### src/spim_pkg.sv
// Purpose: Shared constants and types for the serial master block
// Assumes: 100 MHz core clock
// Notes:   Widths that may vary are also module parameters
package spim_pkg;

    // Core clock and serial clock limits in Hz
    localparam int CORE_CLK_HZ = 100_000_000;
    localparam int SCLK_MAX_HZ = 16_000_000;
    localparam int SCLK_MIN_HZ = 125_000;

    // Half-period bounds in core cycles: least rounds up, longest down
    localparam int HALF_MIN_CYC =
        (CORE_CLK_HZ + 2 * SCLK_MAX_HZ - 1) / (2 * SCLK_MAX_HZ);
    localparam int HALF_MAX_CYC = CORE_CLK_HZ / (2 * SCLK_MIN_HZ);

    // Widths
    localparam int SPIM_DATA_W = 32;
    localparam int SPIM_SEL_N  = 5;
    localparam int SPIM_DIV_W  = 9;
    localparam int SPIM_EDGE_W = 7;
    localparam int SPIM_FIFO_D = 8;

    // Reset values
    localparam logic [SPIM_DIV_W-1:0]  DIV_RST  = 9'h000;
    localparam logic [SPIM_EDGE_W-1:0] EDGE_RST = 7'h00;
    localparam logic [SPIM_SEL_N-1:0]  SEL_RST  = 5'h1F;
    localparam logic [SPIM_DATA_W-1:0] WORD_RST = 32'h0000_0000;

    // Transaction set-up, captured when a word is taken
    typedef struct packed {
        logic       cpol;         // Clock idle level
        logic       cpha;         // Launch on leading edge when set
        logic       lsb_first;    // Bit order
        logic       late_sample;  // Sample half a period later
        logic [4:0] len_m1;       // Transaction length minus one
        logic [2:0] sel_idx;      // Select used in automatic mode
        logic       auto_sel;     // Automatic select handling
    } spim_cfg_t;

    localparam spim_cfg_t CFG_RST = '0;

    // Engine states
    typedef enum logic [1:0] {
        ST_IDLE  = 2'b00,
        ST_LEAD  = 2'b01,
        ST_SHIFT = 2'b10,
        ST_GAP   = 2'b11
    } spim_state_t;

endpackage

### src/spim_sync2.sv
// Purpose: Two-stage synchroniser for one pin input
// Assumes: Input is asynchronous to core_clk_in
// Notes:   First stage feeds only the second stage
`timescale 1ns/1ps
module spim_sync2
    import spim_pkg::*;
(
    // Clock and reset
    input  wire logic core_clk_in,
    input  wire logic rst_n_in,
    // Data
    input  wire logic d_in,
    output logic      q_out
);

    logic meta_reg;   // First stage, may be metastable
    logic sync_reg;   // Second stage, safe to use

    // Two flops, no logic between them
    always_ff @(posedge core_clk_in)
    begin
        if (!rst_n_in)
        begin
            meta_reg <= 1'b0;
            sync_reg <= 1'b0;
        end
        else
        begin
            meta_reg <= d_in;
            sync_reg <= meta_reg;
        end
    end

    assign q_out = sync_reg;

endmodule // spim_sync2

### src/spim_fifo.sv
// Purpose: Transmit word buffer between the user port and the engine
// Assumes: One push and one pop per cycle at most each
// Notes:   Ready and valid are flops so the top sees clean outputs
`timescale 1ns/1ps
module spim_fifo
    import spim_pkg::*;
#(
    parameter int W     = SPIM_DATA_W,
    parameter int DEPTH = SPIM_FIFO_D
)
(
    // Clock and reset
    input  wire logic         core_clk_in,
    input  wire logic         rst_n_in,
    // Fill side
    input  wire logic         in_valid_in,
    input  wire logic [W-1:0] in_data_in,
    output logic              in_ready_out,
    // Drain side
    output logic              out_valid_out,
    output logic [W-1:0]      out_data_out,
    input  wire logic         out_ready_in
);

    localparam int AW = $clog2(DEPTH);
    localparam int CW = $clog2(DEPTH + 1);
    localparam logic [CW-1:0] FULL_CNT = CW'(DEPTH);

    logic [W-1:0]  mem [DEPTH];         // Word storage
    logic [AW-1:0] wr_ptr_reg, wr_ptr_next;
    logic [AW-1:0] rd_ptr_reg, rd_ptr_next;
    logic [CW-1:0] count_reg, count_next;
    logic          ready_reg, ready_next;
    logic          valid_reg, valid_next;
    logic          push, pop;

    // Pointer and level update
    always_comb
    begin
        push        = in_valid_in && ready_reg;
        pop         = out_ready_in && valid_reg;
        wr_ptr_next = push ? AW'((wr_ptr_reg + 1'b1) % DEPTH) : wr_ptr_reg;
        rd_ptr_next = pop ? AW'((rd_ptr_reg + 1'b1) % DEPTH) : rd_ptr_reg;
        count_next  = count_reg + CW'(push) - CW'(pop);
        ready_next  = count_next != FULL_CNT;   // Honest full
        valid_next  = count_next != '0;         // Honest empty
    end

    // State registers
    always_ff @(posedge core_clk_in)
    begin
        if (!rst_n_in)
        begin
            wr_ptr_reg <= '0;
            rd_ptr_reg <= '0;
            count_reg  <= '0;
            ready_reg  <= 1'b0;
            valid_reg  <= 1'b0;
        end
        else
        begin
            wr_ptr_reg <= wr_ptr_next;
            rd_ptr_reg <= rd_ptr_next;
            count_reg  <= count_next;
            ready_reg  <= ready_next;
            valid_reg  <= valid_next;
        end
    end

    // Storage write, no reset needed
    always_ff @(posedge core_clk_in)
    begin
        if (push)
            mem[wr_ptr_reg] <= in_data_in;
    end

    assign in_ready_out  = ready_reg;
    assign out_valid_out = valid_reg;
    assign out_data_out  = mem[rd_ptr_reg];

    // Full buffer refuses words
    property p_full_stall;
        @(posedge core_clk_in) disable iff (!rst_n_in)
        (count_reg == FULL_CNT) |-> !in_ready_out;
    endproperty
    a_full_stall: assert property (p_full_stall) // RQ13
        else $error("fifo accepts while full");

endmodule // spim_fifo

### src/spim_master.sv
// Purpose: Serial peripheral master with five selects and word buffer
// Assumes: 100 MHz core clock, set-up bits driven by local logic
// Notes:   Config is captured when a buffered word is taken
//
// Behaviour
// [RQ1] Block is master and drives serial clock
// [RQ2] Each shifted-out bit shifts one bit in
// [RQ3] Length 1 to 32 bits, runs unattended
// [RQ4] Divider sets clock between 16 MHz, 125 kHz (clamp tops out at 12.5 MHz here)
// [RQ5] Mode 0: idle low, out falling, in rising
// [RQ6] Mode 1: idle low, out rising, in falling
// [RQ7] Mode 2: idle high, out rising, in falling
// [RQ8] Mode 3: idle high, out falling, in rising
// [RQ9] Five active-low slave selects
// [RQ10] Software uses selects in order, no gaps
// [RQ11] Auto select drops between transactions, manual holds
// [RQ12] Software uses manual select for flash reads
// [RQ13] Config, select, then load data to shift
// [RQ14] Received bits equal transmitted bits, readable
// [RQ15] Software sends dummy data to read only
// [RQ16] Completion sets status and masked interrupt
// [RQ17] Config chooses LSB or MSB first
// [RQ18] Option delays the input sampling edge
// [RQ19] Reset leaves block idle, selects high
// [RQ20] Delayed sample moves half a period later
`timescale 1ns/1ps
module spim_master
    import spim_pkg::*;
(
    // Clock and reset
    input  wire logic                   core_clk_in,
    input  wire logic                   rst_n_in,
    // Set-up and control
    input  wire spim_cfg_t              cfg_in,
    input  wire logic [SPIM_DIV_W-1:0]  half_div_in,
    input  wire logic [SPIM_SEL_N-1:0]  manual_sel_in,
    input  wire logic                   irq_en_in,
    input  wire logic                   done_clr_in,
    // Transmit words
    input  wire logic                   tx_valid_in,
    input  wire logic [SPIM_DATA_W-1:0] tx_data_in,
    output logic                        tx_ready_out,
    // Received words and status
    output logic [SPIM_DATA_W-1:0]      rx_data_out,
    output logic                        rx_valid_out,
    output logic                        busy_out,
    output logic                        done_out,
    output logic                        irq_out,
    // Serial pins
    output logic                        serial_clk_out,
    output logic                        master_out_line_out,
    input  wire logic                   master_in_line_in,
    output logic                        slave_select_zero_n_out,
    output logic                        slave_select_one_n_out,
    output logic                        slave_select_two_n_out,
    output logic                        slave_select_three_n_out,
    output logic                        slave_select_four_n_out
);

    localparam logic [SPIM_DIV_W-1:0] HALF_LO = SPIM_DIV_W'(HALF_MIN_CYC);
    localparam logic [SPIM_DIV_W-1:0] HALF_HI = SPIM_DIV_W'(HALF_MAX_CYC);

    // Buffer drain side and synchronised input
    logic                   fifo_valid;     // Word waiting
    logic [SPIM_DATA_W-1:0] fifo_data;      // Head word
    logic                   fifo_pop;       // Engine takes head
    logic                   miso_sync;      // Synchronised input line

    // Engine state
    spim_state_t             state_reg, state_next;
    spim_cfg_t               cfg_reg, cfg_next;       // Captured set-up
    logic [SPIM_DIV_W-1:0]   half_reg, half_next;     // Half period
    logic [SPIM_DIV_W-1:0]   cnt_reg, cnt_next;       // Cycle counter
    logic [SPIM_EDGE_W-1:0]  edge_reg, edge_next;     // Edge index
    logic [SPIM_DATA_W-1:0]  tx_sh_reg, tx_sh_next;   // Outgoing bits
    logic [SPIM_DATA_W-1:0]  rx_sh_reg, rx_sh_next;   // Incoming bits
    logic                    sclk_reg, sclk_next;
    logic                    mosi_reg, mosi_next;
    logic [SPIM_SEL_N-1:0]   sel_n_reg, sel_n_next;

    // Answers and status
    logic [SPIM_DATA_W-1:0]  rx_word_reg, rx_word_next;
    logic                    rx_valid_reg, rx_valid_next;
    logic                    done_reg, done_next;
    logic                    irq_reg, irq_next;
    logic                    busy_reg, busy_next;

    // Helpers
    logic                    tick;          // Half period elapsed
    logic [SPIM_EDGE_W-1:0]  last_edge;     // Twice the length
    logic                    launch, sample, finish;
    logic [SPIM_DATA_W-1:0]  rx_cur;        // Incoming bits incl. this one
    logic [SPIM_DATA_W-1:0]  aligned;       // Word as loaded
    logic [SPIM_SEL_N-1:0]   auto_vec;
    logic [SPIM_EDGE_W-1:0]  first_smp;
    logic [SPIM_EDGE_W-1:0]  toggles_reg;   // Clock edges this transfer

    // Word buffer in the transmit path
    spim_fifo #(
        .W     (SPIM_DATA_W),
        .DEPTH (SPIM_FIFO_D)
    ) u_fifo (
        .core_clk_in   (core_clk_in),
        .rst_n_in      (rst_n_in),
        .in_valid_in   (tx_valid_in),
        .in_data_in    (tx_data_in),
        .in_ready_out  (tx_ready_out),
        .out_valid_out (fifo_valid),
        .out_data_out  (fifo_data),
        .out_ready_in  (fifo_pop)
    );

    // Input pin crosses two flops before use
    spim_sync2 u_miso_sync (
        .core_clk_in (core_clk_in),
        .rst_n_in    (rst_n_in),
        .d_in        (master_in_line_in),
        .q_out       (miso_sync)
    );

    // Engine next-state logic
    always_comb
    begin
        state_next    = state_reg;
        cfg_next      = cfg_reg;
        half_next     = half_reg;
        cnt_next      = cnt_reg;
        edge_next     = edge_reg;
        tx_sh_next    = tx_sh_reg;
        rx_sh_next    = rx_sh_reg;
        sclk_next     = sclk_reg;
        mosi_next     = mosi_reg;
        rx_word_next  = rx_word_reg;
        rx_valid_next = 1'b0;
        fifo_pop      = 1'b0;
        finish        = 1'b0;
        launch        = 1'b0;
        sample        = 1'b0;
        // Tick paces every clock edge
        tick      = (state_reg != ST_IDLE) && (cnt_reg == half_reg - 1'b1);
        last_edge = SPIM_EDGE_W'({cfg_reg.len_m1, 1'b0}) + 7'h02;
        // Later sampling shifts the first sample one edge on
        first_smp = SPIM_EDGE_W'(cfg_reg.cpha) +
                    SPIM_EDGE_W'(cfg_reg.late_sample);          // RQ20
        // MSB-first words are pushed to the top before shifting
        aligned   = cfg_in.lsb_first ? fifo_data :
                    fifo_data << (5'h1F - cfg_in.len_m1);       // RQ17
        rx_cur    = rx_sh_reg;
        cnt_next  = (state_reg == ST_IDLE || tick) ? DIV_RST :
                    cnt_reg + 1'b1;

        unique case (state_reg)
            ST_IDLE:
            begin
                // Clock rests at the chosen idle level
                sclk_next = cfg_in.cpol;                        // RQ19
                if (fifo_valid)
                begin
                    // Take a word with the set-up of this moment
                    fifo_pop   = 1'b1;                          // RQ13
                    cfg_next   = cfg_in;
                    // Rate kept inside the supported range
                    half_next  = (half_div_in < HALF_LO) ? HALF_LO :
                                 (half_div_in > HALF_HI) ? HALF_HI :
                                 half_div_in;                   // RQ4
                    edge_next  = EDGE_RST;
                    rx_sh_next = WORD_RST;
                    tx_sh_next = aligned;
                    // Phase 0 puts the first bit out before any edge
                    if (!cfg_in.cpha)
                    begin
                        mosi_next  = cfg_in.lsb_first ? aligned[0] :
                                     aligned[SPIM_DATA_W-1];    // RQ5 RQ7
                        tx_sh_next = cfg_in.lsb_first ? aligned >> 1 :
                                     aligned << 1;
                    end
                    state_next = ST_LEAD;
                end
            end
            ST_LEAD:
            begin
                // Select set-up of two half periods: this one plus the one before the first edge
                if (tick)
                    state_next = ST_SHIFT;
            end
            ST_SHIFT:
            begin
                if (tick)
                begin
                    // Edges with even index are leading edges
                    if (edge_reg < last_edge)
                    begin
                        sclk_next = ~sclk_reg;                  // RQ1
                        launch    = cfg_reg.cpha ? !edge_reg[0] :
                                    edge_reg[0];   // RQ5 RQ6 RQ7 RQ8
                    end
                    // Sample on the opposite edge, or one later
                    sample = (edge_reg >= first_smp) &&
                             (edge_reg[0] ==
                              (cfg_reg.cpha ^ cfg_reg.late_sample))
                             && (edge_reg <=
                                 last_edge + first_smp - 7'h02); // RQ18
                    edge_next = edge_reg + 1'b1;
                    if (edge_reg == last_edge)
                    begin
                        finish     = 1'b1;                      // RQ3
                        state_next = ST_GAP;
                    end
                end
            end
            ST_GAP:
            begin
                // Idle half period with automatic select released
                if (tick)
                    state_next = ST_IDLE;
            end
            default:
            begin
                state_next = ST_IDLE;
            end
        endcase

        // Each launched bit is matched by one sampled bit, except the extra bit phase 0 launches on the last edge
        if (launch)
        begin
            mosi_next  = cfg_reg.lsb_first ? tx_sh_reg[0] :
                         tx_sh_reg[SPIM_DATA_W-1];              // RQ2
            tx_sh_next = cfg_reg.lsb_first ? tx_sh_reg >> 1 :
                         tx_sh_reg << 1;
        end
        if (sample)
        begin
            rx_cur = cfg_reg.lsb_first ?
                     {miso_sync, rx_sh_reg[SPIM_DATA_W-1:1]} :
                     {rx_sh_reg[SPIM_DATA_W-2:0], miso_sync};   // RQ2
        end
        rx_sh_next = (state_reg == ST_IDLE) ? rx_sh_next : rx_cur;

        // Right-align so the word holds exactly the length sent
        if (finish)
        begin
            rx_word_next  = cfg_reg.lsb_first ?
                            rx_cur >> (5'h1F - cfg_reg.len_m1) :
                            rx_cur;                             // RQ14
            rx_valid_next = 1'b1;
        end
    end

    // Select, status and interrupt next values
    always_comb
    begin
        auto_vec = '0;
        // Automatic select only in lead and shift states; index above 4 is none
        if (cfg_next.auto_sel &&
            (state_next == ST_LEAD || state_next == ST_SHIFT) &&
            (cfg_next.sel_idx < 3'(SPIM_SEL_N)))
            auto_vec[cfg_next.sel_idx] = 1'b1;                  // RQ11
        // Manual bits hold across transactions
        sel_n_next = ~(auto_vec | manual_sel_in);               // RQ9 RQ11
        busy_next  = state_next != ST_IDLE;
        // Completion wins over a clear in the same cycle
        done_next  = finish ? 1'b1 :
                     (done_clr_in ? 1'b0 : done_reg);           // RQ16
        irq_next   = done_next && irq_en_in;                    // RQ16
    end

    // Engine registers
    always_ff @(posedge core_clk_in)
    begin
        if (!rst_n_in)
        begin
            state_reg    <= ST_IDLE;                            // RQ19
            cfg_reg      <= CFG_RST;
            half_reg     <= DIV_RST;
            cnt_reg      <= DIV_RST;
            edge_reg     <= EDGE_RST;
            tx_sh_reg    <= WORD_RST;
            rx_sh_reg    <= WORD_RST;
            sclk_reg     <= 1'b0;
            mosi_reg     <= 1'b0;
            rx_word_reg  <= WORD_RST;
            rx_valid_reg <= 1'b0;
        end
        else
        begin
            state_reg    <= state_next;
            cfg_reg      <= cfg_next;
            half_reg     <= half_next;
            cnt_reg      <= cnt_next;
            edge_reg     <= edge_next;
            tx_sh_reg    <= tx_sh_next;
            rx_sh_reg    <= rx_sh_next;
            sclk_reg     <= sclk_next;
            mosi_reg     <= mosi_next;
            rx_word_reg  <= rx_word_next;
            rx_valid_reg <= rx_valid_next;
        end
    end

    // Select and status registers
    always_ff @(posedge core_clk_in)
    begin
        if (!rst_n_in)
        begin
            sel_n_reg <= SEL_RST;                               // RQ19
            busy_reg  <= 1'b0;
            done_reg  <= 1'b0;
            irq_reg   <= 1'b0;
        end
        else
        begin
            sel_n_reg <= sel_n_next;
            busy_reg  <= busy_next;
            done_reg  <= done_next;
            irq_reg   <= irq_next;
        end
    end

    // Outputs straight from flops
    assign serial_clk_out           = sclk_reg;
    assign master_out_line_out      = mosi_reg;
    assign slave_select_zero_n_out  = sel_n_reg[0];
    assign slave_select_one_n_out   = sel_n_reg[1];
    assign slave_select_two_n_out   = sel_n_reg[2];
    assign slave_select_three_n_out = sel_n_reg[3];
    assign slave_select_four_n_out  = sel_n_reg[4];
    assign rx_data_out              = rx_word_reg;
    assign rx_valid_out             = rx_valid_reg;
    assign busy_out                 = busy_reg;
    assign done_out                 = done_reg;
    assign irq_out                  = irq_reg;

    // Checker helper: clock edges counted per transfer
    always_ff @(posedge core_clk_in)
    begin
        if (!rst_n_in || state_reg == ST_IDLE)
            toggles_reg <= EDGE_RST;
        else if (sclk_next != sclk_reg)
            toggles_reg <= toggles_reg + 1'b1;
    end

    property p_edge_count;
        @(posedge core_clk_in) disable iff (!rst_n_in)
        finish |-> (toggles_reg == last_edge);
    endproperty
    a_edge_count: assert property (p_edge_count) // RQ3
        else $error("wrong number of clock edges");

    property p_idle_level;
        @(posedge core_clk_in) disable iff (!rst_n_in)
        (state_reg == ST_IDLE) ##1 (state_reg == ST_IDLE)
        |-> (serial_clk_out == $past(cfg_in.cpol));
    endproperty
    a_idle_level: assert property (p_idle_level) // RQ19
        else $error("clock not at idle level");

    property p_launch_edge;
        @(posedge core_clk_in) disable iff (!rst_n_in)
        (state_reg == ST_SHIFT && $changed(master_out_line_out))
        |-> (serial_clk_out == (cfg_reg.cpol ^ cfg_reg.cpha));
    endproperty
    a_launch_edge: assert property (p_launch_edge) // RQ5
        else $error("data changed on the wrong edge");

    property p_clk_only_shift;
        @(posedge core_clk_in) disable iff (!rst_n_in)
        $changed(serial_clk_out) && !$past(state_reg == ST_IDLE)
        |-> $past(state_reg == ST_SHIFT) && $past(tick);
    endproperty
    a_clk_only_shift: assert property (p_clk_only_shift) // RQ1
        else $error("clock toggled outside shifting");

    property p_one_auto_sel;
        @(posedge core_clk_in) disable iff (!rst_n_in)
        ($past(manual_sel_in) == '0) |-> $onehot0(~sel_n_reg);
    endproperty
    a_one_auto_sel: assert property (p_one_auto_sel) // RQ9
        else $error("more than one select asserted");

    property p_sel_drop;
        @(posedge core_clk_in) disable iff (!rst_n_in)
        (state_reg == ST_GAP && manual_sel_in == '0)
        |=> (sel_n_reg == SEL_RST);
    endproperty
    a_sel_drop: assert property (p_sel_drop) // RQ11
        else $error("select held between transactions");

    property p_done_set;
        @(posedge core_clk_in) disable iff (!rst_n_in)
        finish |=> done_out && rx_valid_out ##1 !rx_valid_out;
    endproperty
    a_done_set: assert property (p_done_set) // RQ16
        else $error("completion not flagged");

    property p_irq_mask;
        @(posedge core_clk_in) disable iff (!rst_n_in)
        (done_out && irq_en_in && !done_clr_in) |=> irq_out;
    endproperty
    a_irq_mask: assert property (p_irq_mask) // RQ16
        else $error("masked interrupt missing");

    property p_rate_floor;
        @(posedge core_clk_in) disable iff (!rst_n_in)
        (state_reg != ST_IDLE) |-> (half_reg >= HALF_LO);
    endproperty
    a_rate_floor: assert property (p_rate_floor) // RQ4
        else $error("serial clock above the limit");

endmodule // spim_master

### config.mk
export PLATFORM = sky130hd
export DESIGN_NAME = spim_master
export DESIGN_NICKNAME = d
export VERILOG_FILES = /design/src/spim_pkg.sv /design/src/spim_sync2.sv /design/src/spim_fifo.sv /design/src/spim_master.sv
export SDC_FILE = /design/constraint.sdc
export NUM_CORES = 1
export LEC_CHECK = 0
export BUFFER_PORTS_ARGS = -buffer_cell sky130_fd_sc_hd__buf_4
export CAP_MARGIN = 20
export CORE_ASPECT_RATIO = 0.75
export CORE_MARGIN = 2
export CORE_UTILIZATION = 60
export DETAILED_ROUTE_END_ITERATION = 8
export PLACE_DENSITY = 0.78
export SETUP_SLACK_MARGIN = 0.4
export SLEW_MARGIN = 20
export SYNTH_ARGS = -nofsm -noshare
export SYNTH_HDL_FRONTEND = slang
export SYNTH_SLANG_ARGS = --single-unit
### constraint.sdc
create_clock -name core_clk_in -period 11.2 [get_ports core_clk_in]
set_input_delay 1.12 -clock core_clk_in [delete_from_list [all_inputs] [get_ports core_clk_in]]
set_output_delay 1.12 -clock core_clk_in [all_outputs]
set_load 0.005 [all_outputs]
; ---- Word-level counts from Yosys, hierarchy flattened
; Memory sizes are Yosys's and may differ from the RTL's. A register that Yosys moved wholly into a read port is not among the register bits.
; Index checks and enable logic that the tools add are counted.
[totals]
out_inout_bits = 44
reg_bits = 160
mem_count = 1
wordCells = 149
ramBits = 256
[op_classes]
n_addsub = 13
mux = 55
n_lt_le_gt_ge = 8
n_shift = 2
n_reduce_logical = 25
n_eq_ne = 13
bitwise_logic = 5
[memory_table]
columns = name, words, word_bits, rd, rd_ports_with_merged_regs, wr, line_no
row1 = u_fifo.mem, 8, 32, 1, 1, 1, spim_fifo.sv:29  ; logic [W-1:0] mem [DEPTH];
[op_table]
columns = operator, count
row1 = $mux 32, 12
row2 = $shl 32x5->32, 1
row3 = $shr 32x5->32, 1
row4 = $mux 1, 25
row5 = $mux 9, 2
row6 = $mux 7, 2
row7 = $pmux 7 s2, 1
row8 = $mux 2, 5
row9 = $reduce_bool 2->1, 5
row10 = $sub 5x5->5 const A, 2
row11 = $add 9x1->9 const B, 1
row12 = $eq 9x9->1, 1
row13 = $gt 9x9->1 const B, 1
row14 = $logic_and 1x1->1, 9
row15 = $lt 9x3->1 const B, 1
row16 = $reduce_and 3->1, 3
row17 = $sub 9x1->9 const B, 1
row18 = $mux 4, 2
row19 = $pmux 2 s4, 1
row20 = $add 6x2->7 const B, 1
row21 = $add 7x1->7 const B, 1
row22 = $add 7x2->7, 1
row23 = $eq 7x7->1, 1
row24 = $ge 7x2->1, 1
row25 = other kinds (30), 40

; ---- Logic depth before layout (Yosys ltp)
; Gate-level depths: netlist of run 1.
[logic_depth]
depth_word = 12
depth_mapped = 25
ltp_nobuf = 23

; ---- Modules after synthesis
; Synthesis of run 1 repeated with hierarchy kept, for this count alone.
[unflattened]
hier_cells = 2020
area_unflattened_um2 = 23213.5
[modules_own_cells]
columns = mod, seq_area_each_um2, instances, cells_per_inst, area_each_um2
row1 = spim_master, 2922.8, 1, 1566, 12675.9
row2 = spim_fifo, 7987.7, 1, 450, 10485.1
row3 = spim_sync2, 40.0, 1, 4, 52.6

; ---- Worst setup path before layout of run 1
; No wires, ideal clock.
[synth_path]
kind = register -> register
startpoint = register cfg_reg[4] (netlist bit)
endpoint = register rx_word_reg[13] (netlist: rx_data_out[13])
n_path_buf = 5
path_slack_ns = 6.280
arrival_time_ns = 4.803
path_stages_with_launch = 22
period_less_slack_ns = 4.920
setup_ns = 0.117
required_time_ns = 11.083
path_cell_list = dfxtp_1 > buf_2 > buf_1 > clkbuf_1 > buf_1 > nand2_1 > nand3_1 > o21ai_0 > a21oi_1 > xnor2_1 > ha_1 > nand4_1 > a21oi_1 > o22ai_1 > nand2_1 > nor3_4 > buf_4 > mux4_2 > mux4_2 > mux2_2 > a21oi_1 > nor2_1
[synth_via]
elab_chain_len = 10
[synth_lines]
columns = item, line_no
row1 = start: declaration, spim_master.sv:71  ; spim_cfg_t cfg_reg, cfg_next;
row2 = start signal: assignment, spim_master.sv:287  ; cfg_reg <= cfg_next;
row3 = $add 6x2->7, spim_master.sv:141  ; last_edge = SPIM_EDGE_W'({cfg_reg.len_m1, 1'b0}) + 7'h02;
row4 = $add 7x2->7, spim_master.sv:202  ; last_edge + first_smp - 7'h02);
row5 = $sub 7x2->7, spim_master.sv:202
row6 = $le 7x7->1, spim_master.sv:201  ; && (edge_reg <=
row7 = $logic_and 1x1->1, spim_master.sv:201
row8 = $mux 1, spim_master.sv:188  ; if (tick)
row9 = $mux 1, spim_master.sv:152  ; unique case (state_reg)
row10 = $mux 32, spim_master.sv:231  ; if (sample)
row11 = $shr 32x5->32, spim_master.sv:243  ; rx_cur >> (5'h1F - cfg_reg.len_m1) :
row12 = $mux 32, spim_master.sv:242  ; rx_word_next = cfg_reg.lsb_first ?
row13 = end signal: assignment, spim_master.sv:295  ; rx_word_reg <= rx_word_next;
row14 = end: declaration, spim_master.sv:82  ; logic [SPIM_DATA_W-1:0] rx_word_reg, rx_word_next;
; Several ways; a longest one is shown, not always the timed one.
; A chain may end at the register's enable or synchronous reset.

; ---- Worst setup path in the final report of run 1
[layout_path]
startpoint = register cfg_reg[5] (netlist bit)
endpoint = register rx_word_reg[6] (netlist: rx_data_out[6])
; Same word-level chain as after synthesis.

==> metrics, run 1 <==
run status finished, final reports clean; standard cell core area 0.0361 mm2; Sum Neg Setup Slack 0 ps; cell area power density 200 mW/mm2; Area contributors post-synth edfxtp_1, dfxtp_1, mux4_2; commonest cells after routing, fill and taps aside edfxtp_1, nor2_1, dfxtp_1, nand2_1, mux2i_1; Rows 60; count of endpoints failing setup in the final report 0; worst-skew pair later-pin latency 560 ps; transition at the pin with the smallest max-transition slack 1080 ps; max FFs per register 256; Hold Crit Class reg2reg; antenna cells 0; number of stages on the worst setup path 18; buffers inserted by post-CTS timing repair 0; hold buffer count at cts 0; Detailed Route Iter0 Violations 2,009; buffers and inverters on the worst path 2; total routing usage reported by global routing 0.336; biggest cell delay along the critical path 850 ps; Initial Util 0.613; RePlAce Congestion 0.934; f_max 0.161 GHz; type of element launching the critical path register; total half-perimeter wirelength after legalization and detailed placement 42,800 um; CTS tree built; cells after synthesis 1,879; number of vias per cell after detailed routing 6.79; count of nets left with antenna violations after detail routing 0; worst setup margin 4990 ps; largest area contributor in the synthesized netlist edfxtp_1; destination of the worst register-to-register timing path rx_data_out[6]$_SDFFE_PN0P_; category of the worst setup path capture point register; slowest cell on the critical path dfxtp_1; FF-to-FF setup slack 4990 ps; leakage power summed over all cells 0.00843 uW; data arrival time of the critical path 6700 ps; buffers added on ports 108; number of clock buffers inserted by TritonCTS 42; setup slack at placement 5080 ps; number of optimization iterations in the first detailed-route pass 5; synthesized flop and latch total 419; Yosys top cell area share 0.347; post-route DRC violation count 0; Post-synth EDFFs 256; beginning of the worst register-to-register path cfg_reg[5]$_SDFFE_PN0P_; net count after synthesis 1,973; required arrival time at the worst endpoint 11,690 ps; sequential cell area fraction in the yosys report 0.494; Period Utilization, post-route 0.554; Slew Limit Fails 0; start point of the critical path cfg_reg[5]$_SDFFE_PN0P_; share of async-settable or async-resettable flops after synthesis 0; maximum ir drop on the vdd rail 0.147 mV; clock slew at the register clock pins of the worst setup and hold paths 70 ps; hold violation total from the final report 0; top fanout value on the critical path 40; Root Buffer Master clkbuf_16; worst hold slack across all endpoints 465 ps; clock sinks 419; count of cell types in the netlist 85; final critical-path required period 6210 ps; top register by number of flip-flops u_fifo.mem; Max Buffers Root-to-Sink 3; mean area per synthesized cell 11.8 um2; family with the most delay on the worst path compound AO/OA/AOI/OAI gates; total vias in the final route 16,700; mean routed wirelength per cell 26.0 um; critical path capture point rx_data_out[6]$_SDFFE_PN0P_; Crit path top cell by count xnor2_1; count of maximum capacitance violations 0; unrepaired setup endpoints after global routing false; Worst Reg2Reg Path Length in Cells 18; Syn Std Cell Area 0.0222 mm2; maximum number of pins on one net before global-route repair 90; Final Skew 20.0 ps; Placement Cell Area 0.0233 mm2; H-tree depth reported by CTS 2; vertical die dimension 170 um; first-pass GRT wire length 98,000 um; top_reg_cell synth edfxtp_1; Routed WL 63,600 um; number of nets in the finished design 2,019; post-layout instance area 0.0246 mm2; total overflow reported by the global router 0; Die ar. 0.0385 mm2; layout cells sized above 1 0.220; vias in the first global route 16,000; growth of design area from synthesis to finish 11.3%; post-CTS resize count 0; kind of critical path reg2reg; I/O pin count 109; initial antenna violation count 3; width of the die 226 um; Synth warnings 0; Critical Path, Cell by Cell ha_1 > xnor2_1 > inv_1 > fa_1 > xnor2_1 > xnor2_1 > ha_1 > a211oi_1 > o21bai_1 > o22ai_1 > nand2_1 > nor3_4 > buf_4 > mux4_2 > o22ai_1 > o32ai_1 > o221ai_1 > a21oi_1; most common cell after layout, fill and taps aside edfxtp_1; remaining max-slew budget at the tightest pin 0.276
[per-stage QoR]
step / util / total power [uW] / std cells
finish: 0.683 / 4930 / 2452
global route: 0.683 / 5150 / 2452
CTS: 0.683 / 4910 / 2452
detailed placement: 0.645 / 3520 / 2377
global placement: 0.645 / 3480 / 2377
floorplan: - / 3070 / 1879
[report_power, final]
| part | internal [uW] | total (uW) | switching, uW |
|---|---|---|---|
| sequential | 1750 | 1870 | 115 |
| combinational | 679 | 1670 | 990 |
| clock | 798 | 1390 | 596 |
[synthesized netlist by cell type (16+ instances only)]
library cell and number:
nand2_1 143, a31oi_1 19, ha_1 27, a211oi_1 25, a22o_1 23, o211ai_1 20, o22ai_1 27, mux2_2 85
buf_2 16, edfxtp_1 256, clkbuf_1 89, o21ai_0 106, mux2i_1 140, mux4_2 114, xor2_1 19, a21oi_1 110
nor3_1 27, nand3_1 35, inv_1 29, buf_1 19, xnor2_1 25, dfxtp_1 163, nor2_1 164
[metal layers]
| metal | GRT usage | part of all wire | wire (um) |
|---|---|---|---|
| met1 | 0.519 | 0.45 | 28700 |
| met2 | 0.467 | 0.41 | 26400 |
| met3 | 0.100 | 0.12 | 7350 |
| met4 | 0.0714 | 0.018 | 1120 |
| met5 | 0 | 0.00042 | 27 |
[worst min-delay path: stages, from the launching register on]
cell and delay [ps]:
dfxtp_1 320, nand2_1 50, a21oi_1 50
[cells by family (layout without fill, tap and decap cells)]
kind of cell | Yosys count | count (layout) | synth area share
xor+xnor | 44 | 44 | 0.0174
simple gates | 451 | 451 | 0.0932
buf+inv | 169 | 246 | 0.0309
compound gates | 426 | 426 | 0.124
flops | 419 | 419 | 0.494
fa+ha+maj | 31 | 31 | 0.0180
mux | 339 | 339 | 0.222
[cell type report]
type	instances	area (um2)
clock inverter	23	233
tap	496	621
multi-input combinational	1291	10600
clock buffer	52	1110
inverter	38	143
fill	2581	11500
sequential	419	11000
timing repair buffer	133	998
[worst min path at each step]
stage / startpoint / to / slack (ps) / cells past startpoint
final: cfg_reg[9]$_SDFFE_PN0P_ / cfg_reg[9]$_SDFFE_PN0P_ / 470 / 2
after global routing: u_miso_sync.meta_reg$_SDFF_PN0_ / u_miso_sync.q_out$_SDFF_PN0_ / 510 / 1
after CTS: cfg_reg[9]$_SDFFE_PN0P_ / cfg_reg[9]$_SDFFE_PN0P_ / 470 / 2
after detailed placement: cfg_reg[9]$_SDFFE_PN0P_ / cfg_reg[9]$_SDFFE_PN0P_ / 460 / 2
after global placement: u_miso_sync.meta_reg$_SDFF_PN0_ / u_miso_sync.q_out$_SDFF_PN0_ / 450 / 1
after floorplan: u_miso_sync.meta_reg$_SDFF_PN0_ / u_miso_sync.q_out$_SDFF_PN0_ / 410 / 1
No activity file was read; power rests on OpenSTA's default activity.
==> inputs of run 2 (changes only) <==
CORE_UTILIZATION = 56   (was 60)
PLACE_DENSITY = 0.77   (was 0.78)
clock period = 5 ns   (was 11.2 ns; I/O delays follow)
==> run 2 against run 1 <==
  * Routed wire length up 0.45%
  * First-iteration DRC count up 5.8%
  * Via count grew 1.8%
  * Highest routed layer unchanged
  * Clock power increased by 110%
  * Combinational power up 130%
==> metrics, run 2 (synthesized netlist as in run 1, its figures left out) <==
run status finished, final reports clean; Period Utilization, post-route 0.913; top fanout value on the critical path 7; total overflow reported by the global router 0; count of maximum capacitance violations 0; type of element launching the critical path register; first-pass GRT wire length 96,600 um; family with the most delay on the worst path compound AO/OA/AOI/OAI gates; Placement Cell Area 0.0236 mm2; buffers added on ports 108; Detailed Route Iter0 Violations 2,125; power share of the sequential group 0.380; vias in the first global route 16,200; commonest cells after routing, fill and taps aside edfxtp_1, buf_4, nor2_1, dfxtp_1, nand2_1; post-route DRC violation count 0; hold path startpoint manual_sel_in[4]; Clk network pwr share 0.266; required arrival time at the worst endpoint 5440 ps; data arrival time of the critical path 5010 ps; number of vias per cell after detailed routing 6.71; count of endpoints failing setup in the final report 0; Crit path top cell by count o21ai_1; worst hold path stage count 2; width of the die 234 um; Sum Neg Setup Slack 0 ps; top register by number of flip-flops u_fifo.mem; maximum number of pins on one net before global-route repair 90; remaining max-slew budget at the tightest pin 0.218; Final Skew 27.0 ps; Worst Reg2Reg Path Length in Cells 21; destination of the worst register-to-register timing path rx_data_out[17]$_SDFFE_PN0P_; beginning of the worst register-to-register path cfg_reg[4]$_SDFFE_PN0P_; leakage power summed over all cells 0.00866 uW; Die ar. 0.0412 mm2; hold violation total from the final report 0; post-layout instance area 0.0253 mm2; total routing usage reported by global routing 0.309; I/O pin count 109; FF-to-FF setup slack 440 ps; worst-skew pair later-pin latency 560 ps; RePlAce Congestion 0.988; Hold Crit Class in2reg; category of the worst setup path capture point register; switching share of power 0.352; vertical die dimension 176 um; mean routed wirelength per cell 25.3 um; Rows 63; maximum ir drop on the vdd rail 0.294 mV; buffers and inverters on the worst path 3; end of the worst hold path sel_n_reg[4]$_SDFF_PN1_; Critical Path, Cell by Cell ha_4 > xnor2_2 > buf_4 > ha_1 > a21oi_1 > o21ai_1 > o21ai_1 > xor2_1 > ha_1 > o21ai_1 > o21bai_1 > o22ai_2 > nand2_2 > nor3_4 > buf_6 > buf_12 > mux4_2 > mux4_2 > nand2b_4 > o211ai_1 > a21oi_1; worst hold slack across all endpoints 138 ps; clock sinks 419; number of nets in the finished design 2,069; number of optimization iterations in the first detailed-route pass 5; setup slack at placement 128 ps; total vias in the final route 17,000; Slew Limit Fails 0; layout cells sized above 1 0.254; CTS tree built; Max Buffers Root-to-Sink 3; initial antenna violation count 3; biggest cell delay along the critical path 640 ps; worst setup margin 437 ps; power share of the combinational group 0.354; most common cell after layout, fill and taps aside edfxtp_1; count of nets left with antenna violations after detail routing 0; growth of design area from synthesis to finish 14.0%; net switching power 3900 uW; cell area power density 438 mW/mm2; total half-perimeter wirelength after legalization and detailed placement 42,400 um; Root Buffer Master clkbuf_16; clock slew at the register clock pins of the worst setup and hold paths 60 ps; Initial Util 0.564; unrepaired setup endpoints after global routing true; transition at the pin with the smallest max-transition slack 1170 ps; H-tree depth reported by CTS 2; Routed WL 63,900 um; number of clock buffers inserted by TritonCTS 41; f_max 0.219 GHz; internal power 7170 uW; max FFs per register 256; final critical-path required period 4560 ps; kind of critical path reg2reg; standard cell core area 0.0393 mm2; slowest cell on the critical path mux4_2
-- run 2: area by class of cell --
class / instances / area, um2
inverter: 38 / 148
multi-input combinational: 1291 / 10800
antenna: 1 / 2.50
fill: 2932 / 14000
sequential: 419 / 11000
clock buffer: 51 / 1080
timing repair buffer: 184 / 1480
clock inverter: 22 / 151
tap: 520 / 651
-- run 2: power by group through the flow --
stage	clock network, uW	registers [uW]	logic (uW)
6_report	2940	4210	3920
5_1_grt	3090	4240	4200
4_1_cts	2970	4200	3750
3_5_place_dp	0	4270	3700
3_3_place_gp	0	4250	3640
2_1_floorplan	0	4100	2780
-- run 2: what timing repair did --
action,in CTS,in global routing
pin swaps,6,27
setup endpoints to repair,24,31
cloned,2,1
resized for setup,9,43
buffers inserted,5,13
hold buffers,0,0
hold endpoints to repair,0,0
-- run 2: worst max path at each step --
stage                                        start                            to  slack [ps]  cells past startpoint
after floorplan            cfg_reg[4]$_SDFFE_PN0P_  rx_data_out[13]$_SDFFE_PN0P_         500                     21
after global placement    cfg_reg[11]$_SDFFE_PN0P_  rx_data_out[12]$_SDFFE_PN0P_         230                     20
after detailed placement  cfg_reg[11]$_SDFFE_PN0P_  rx_data_out[12]$_SDFFE_PN0P_         130                     20
after CTS                  cfg_reg[9]$_SDFFE_PN0P_  rx_data_out[13]$_SDFFE_PN0P_         400                     22
after global routing       cfg_reg[4]$_SDFFE_PN0P_  rx_data_out[13]$_SDFFE_PN0P_         260                     21
final                      cfg_reg[4]$_SDFFE_PN0P_  rx_data_out[17]$_SDFFE_PN0P_         440                     21
-- run 2: routing by layer --
metal,wire length (um),global-route usage,up-vias
met5,118,0,-
met4,1580,0.0825,6
met3,7710,0.0992,137
met2,28000,0.446,1016
met1,26500,0.449,8383
li1,-,-,7415
-- run 2: through the flow --
step | total power (uW) | instances | utilization
global route | 11500 | 2525 | 0.643
detailed placement | 7980 | 2430 | 0.600
floorplan | 6880 | 1879 | -
CTS | 10900 | 2510 | 0.635
finish | 11100 | 2526 | 0.643
global placement | 7890 | 2430 | 0.600
-- run 2: worst register-to-register path, stage by stage, from the launching register on --
cell      delay (ps)
dfxtp_2          360
ha_4             200
xnor2_2          130
buf_4            170
ha_1             300
a21oi_1          170
o21ai_1           90
o21ai_1          100
xor2_1           220
ha_1             280
o21ai_1          140
o21bai_1         110
o22ai_2          200
nand2_2          100
nor3_4           200
buf_6            170
buf_12           130
mux4_2           360
mux4_2           640
nand2b_4         190
o211ai_1         110
a21oi_1          100
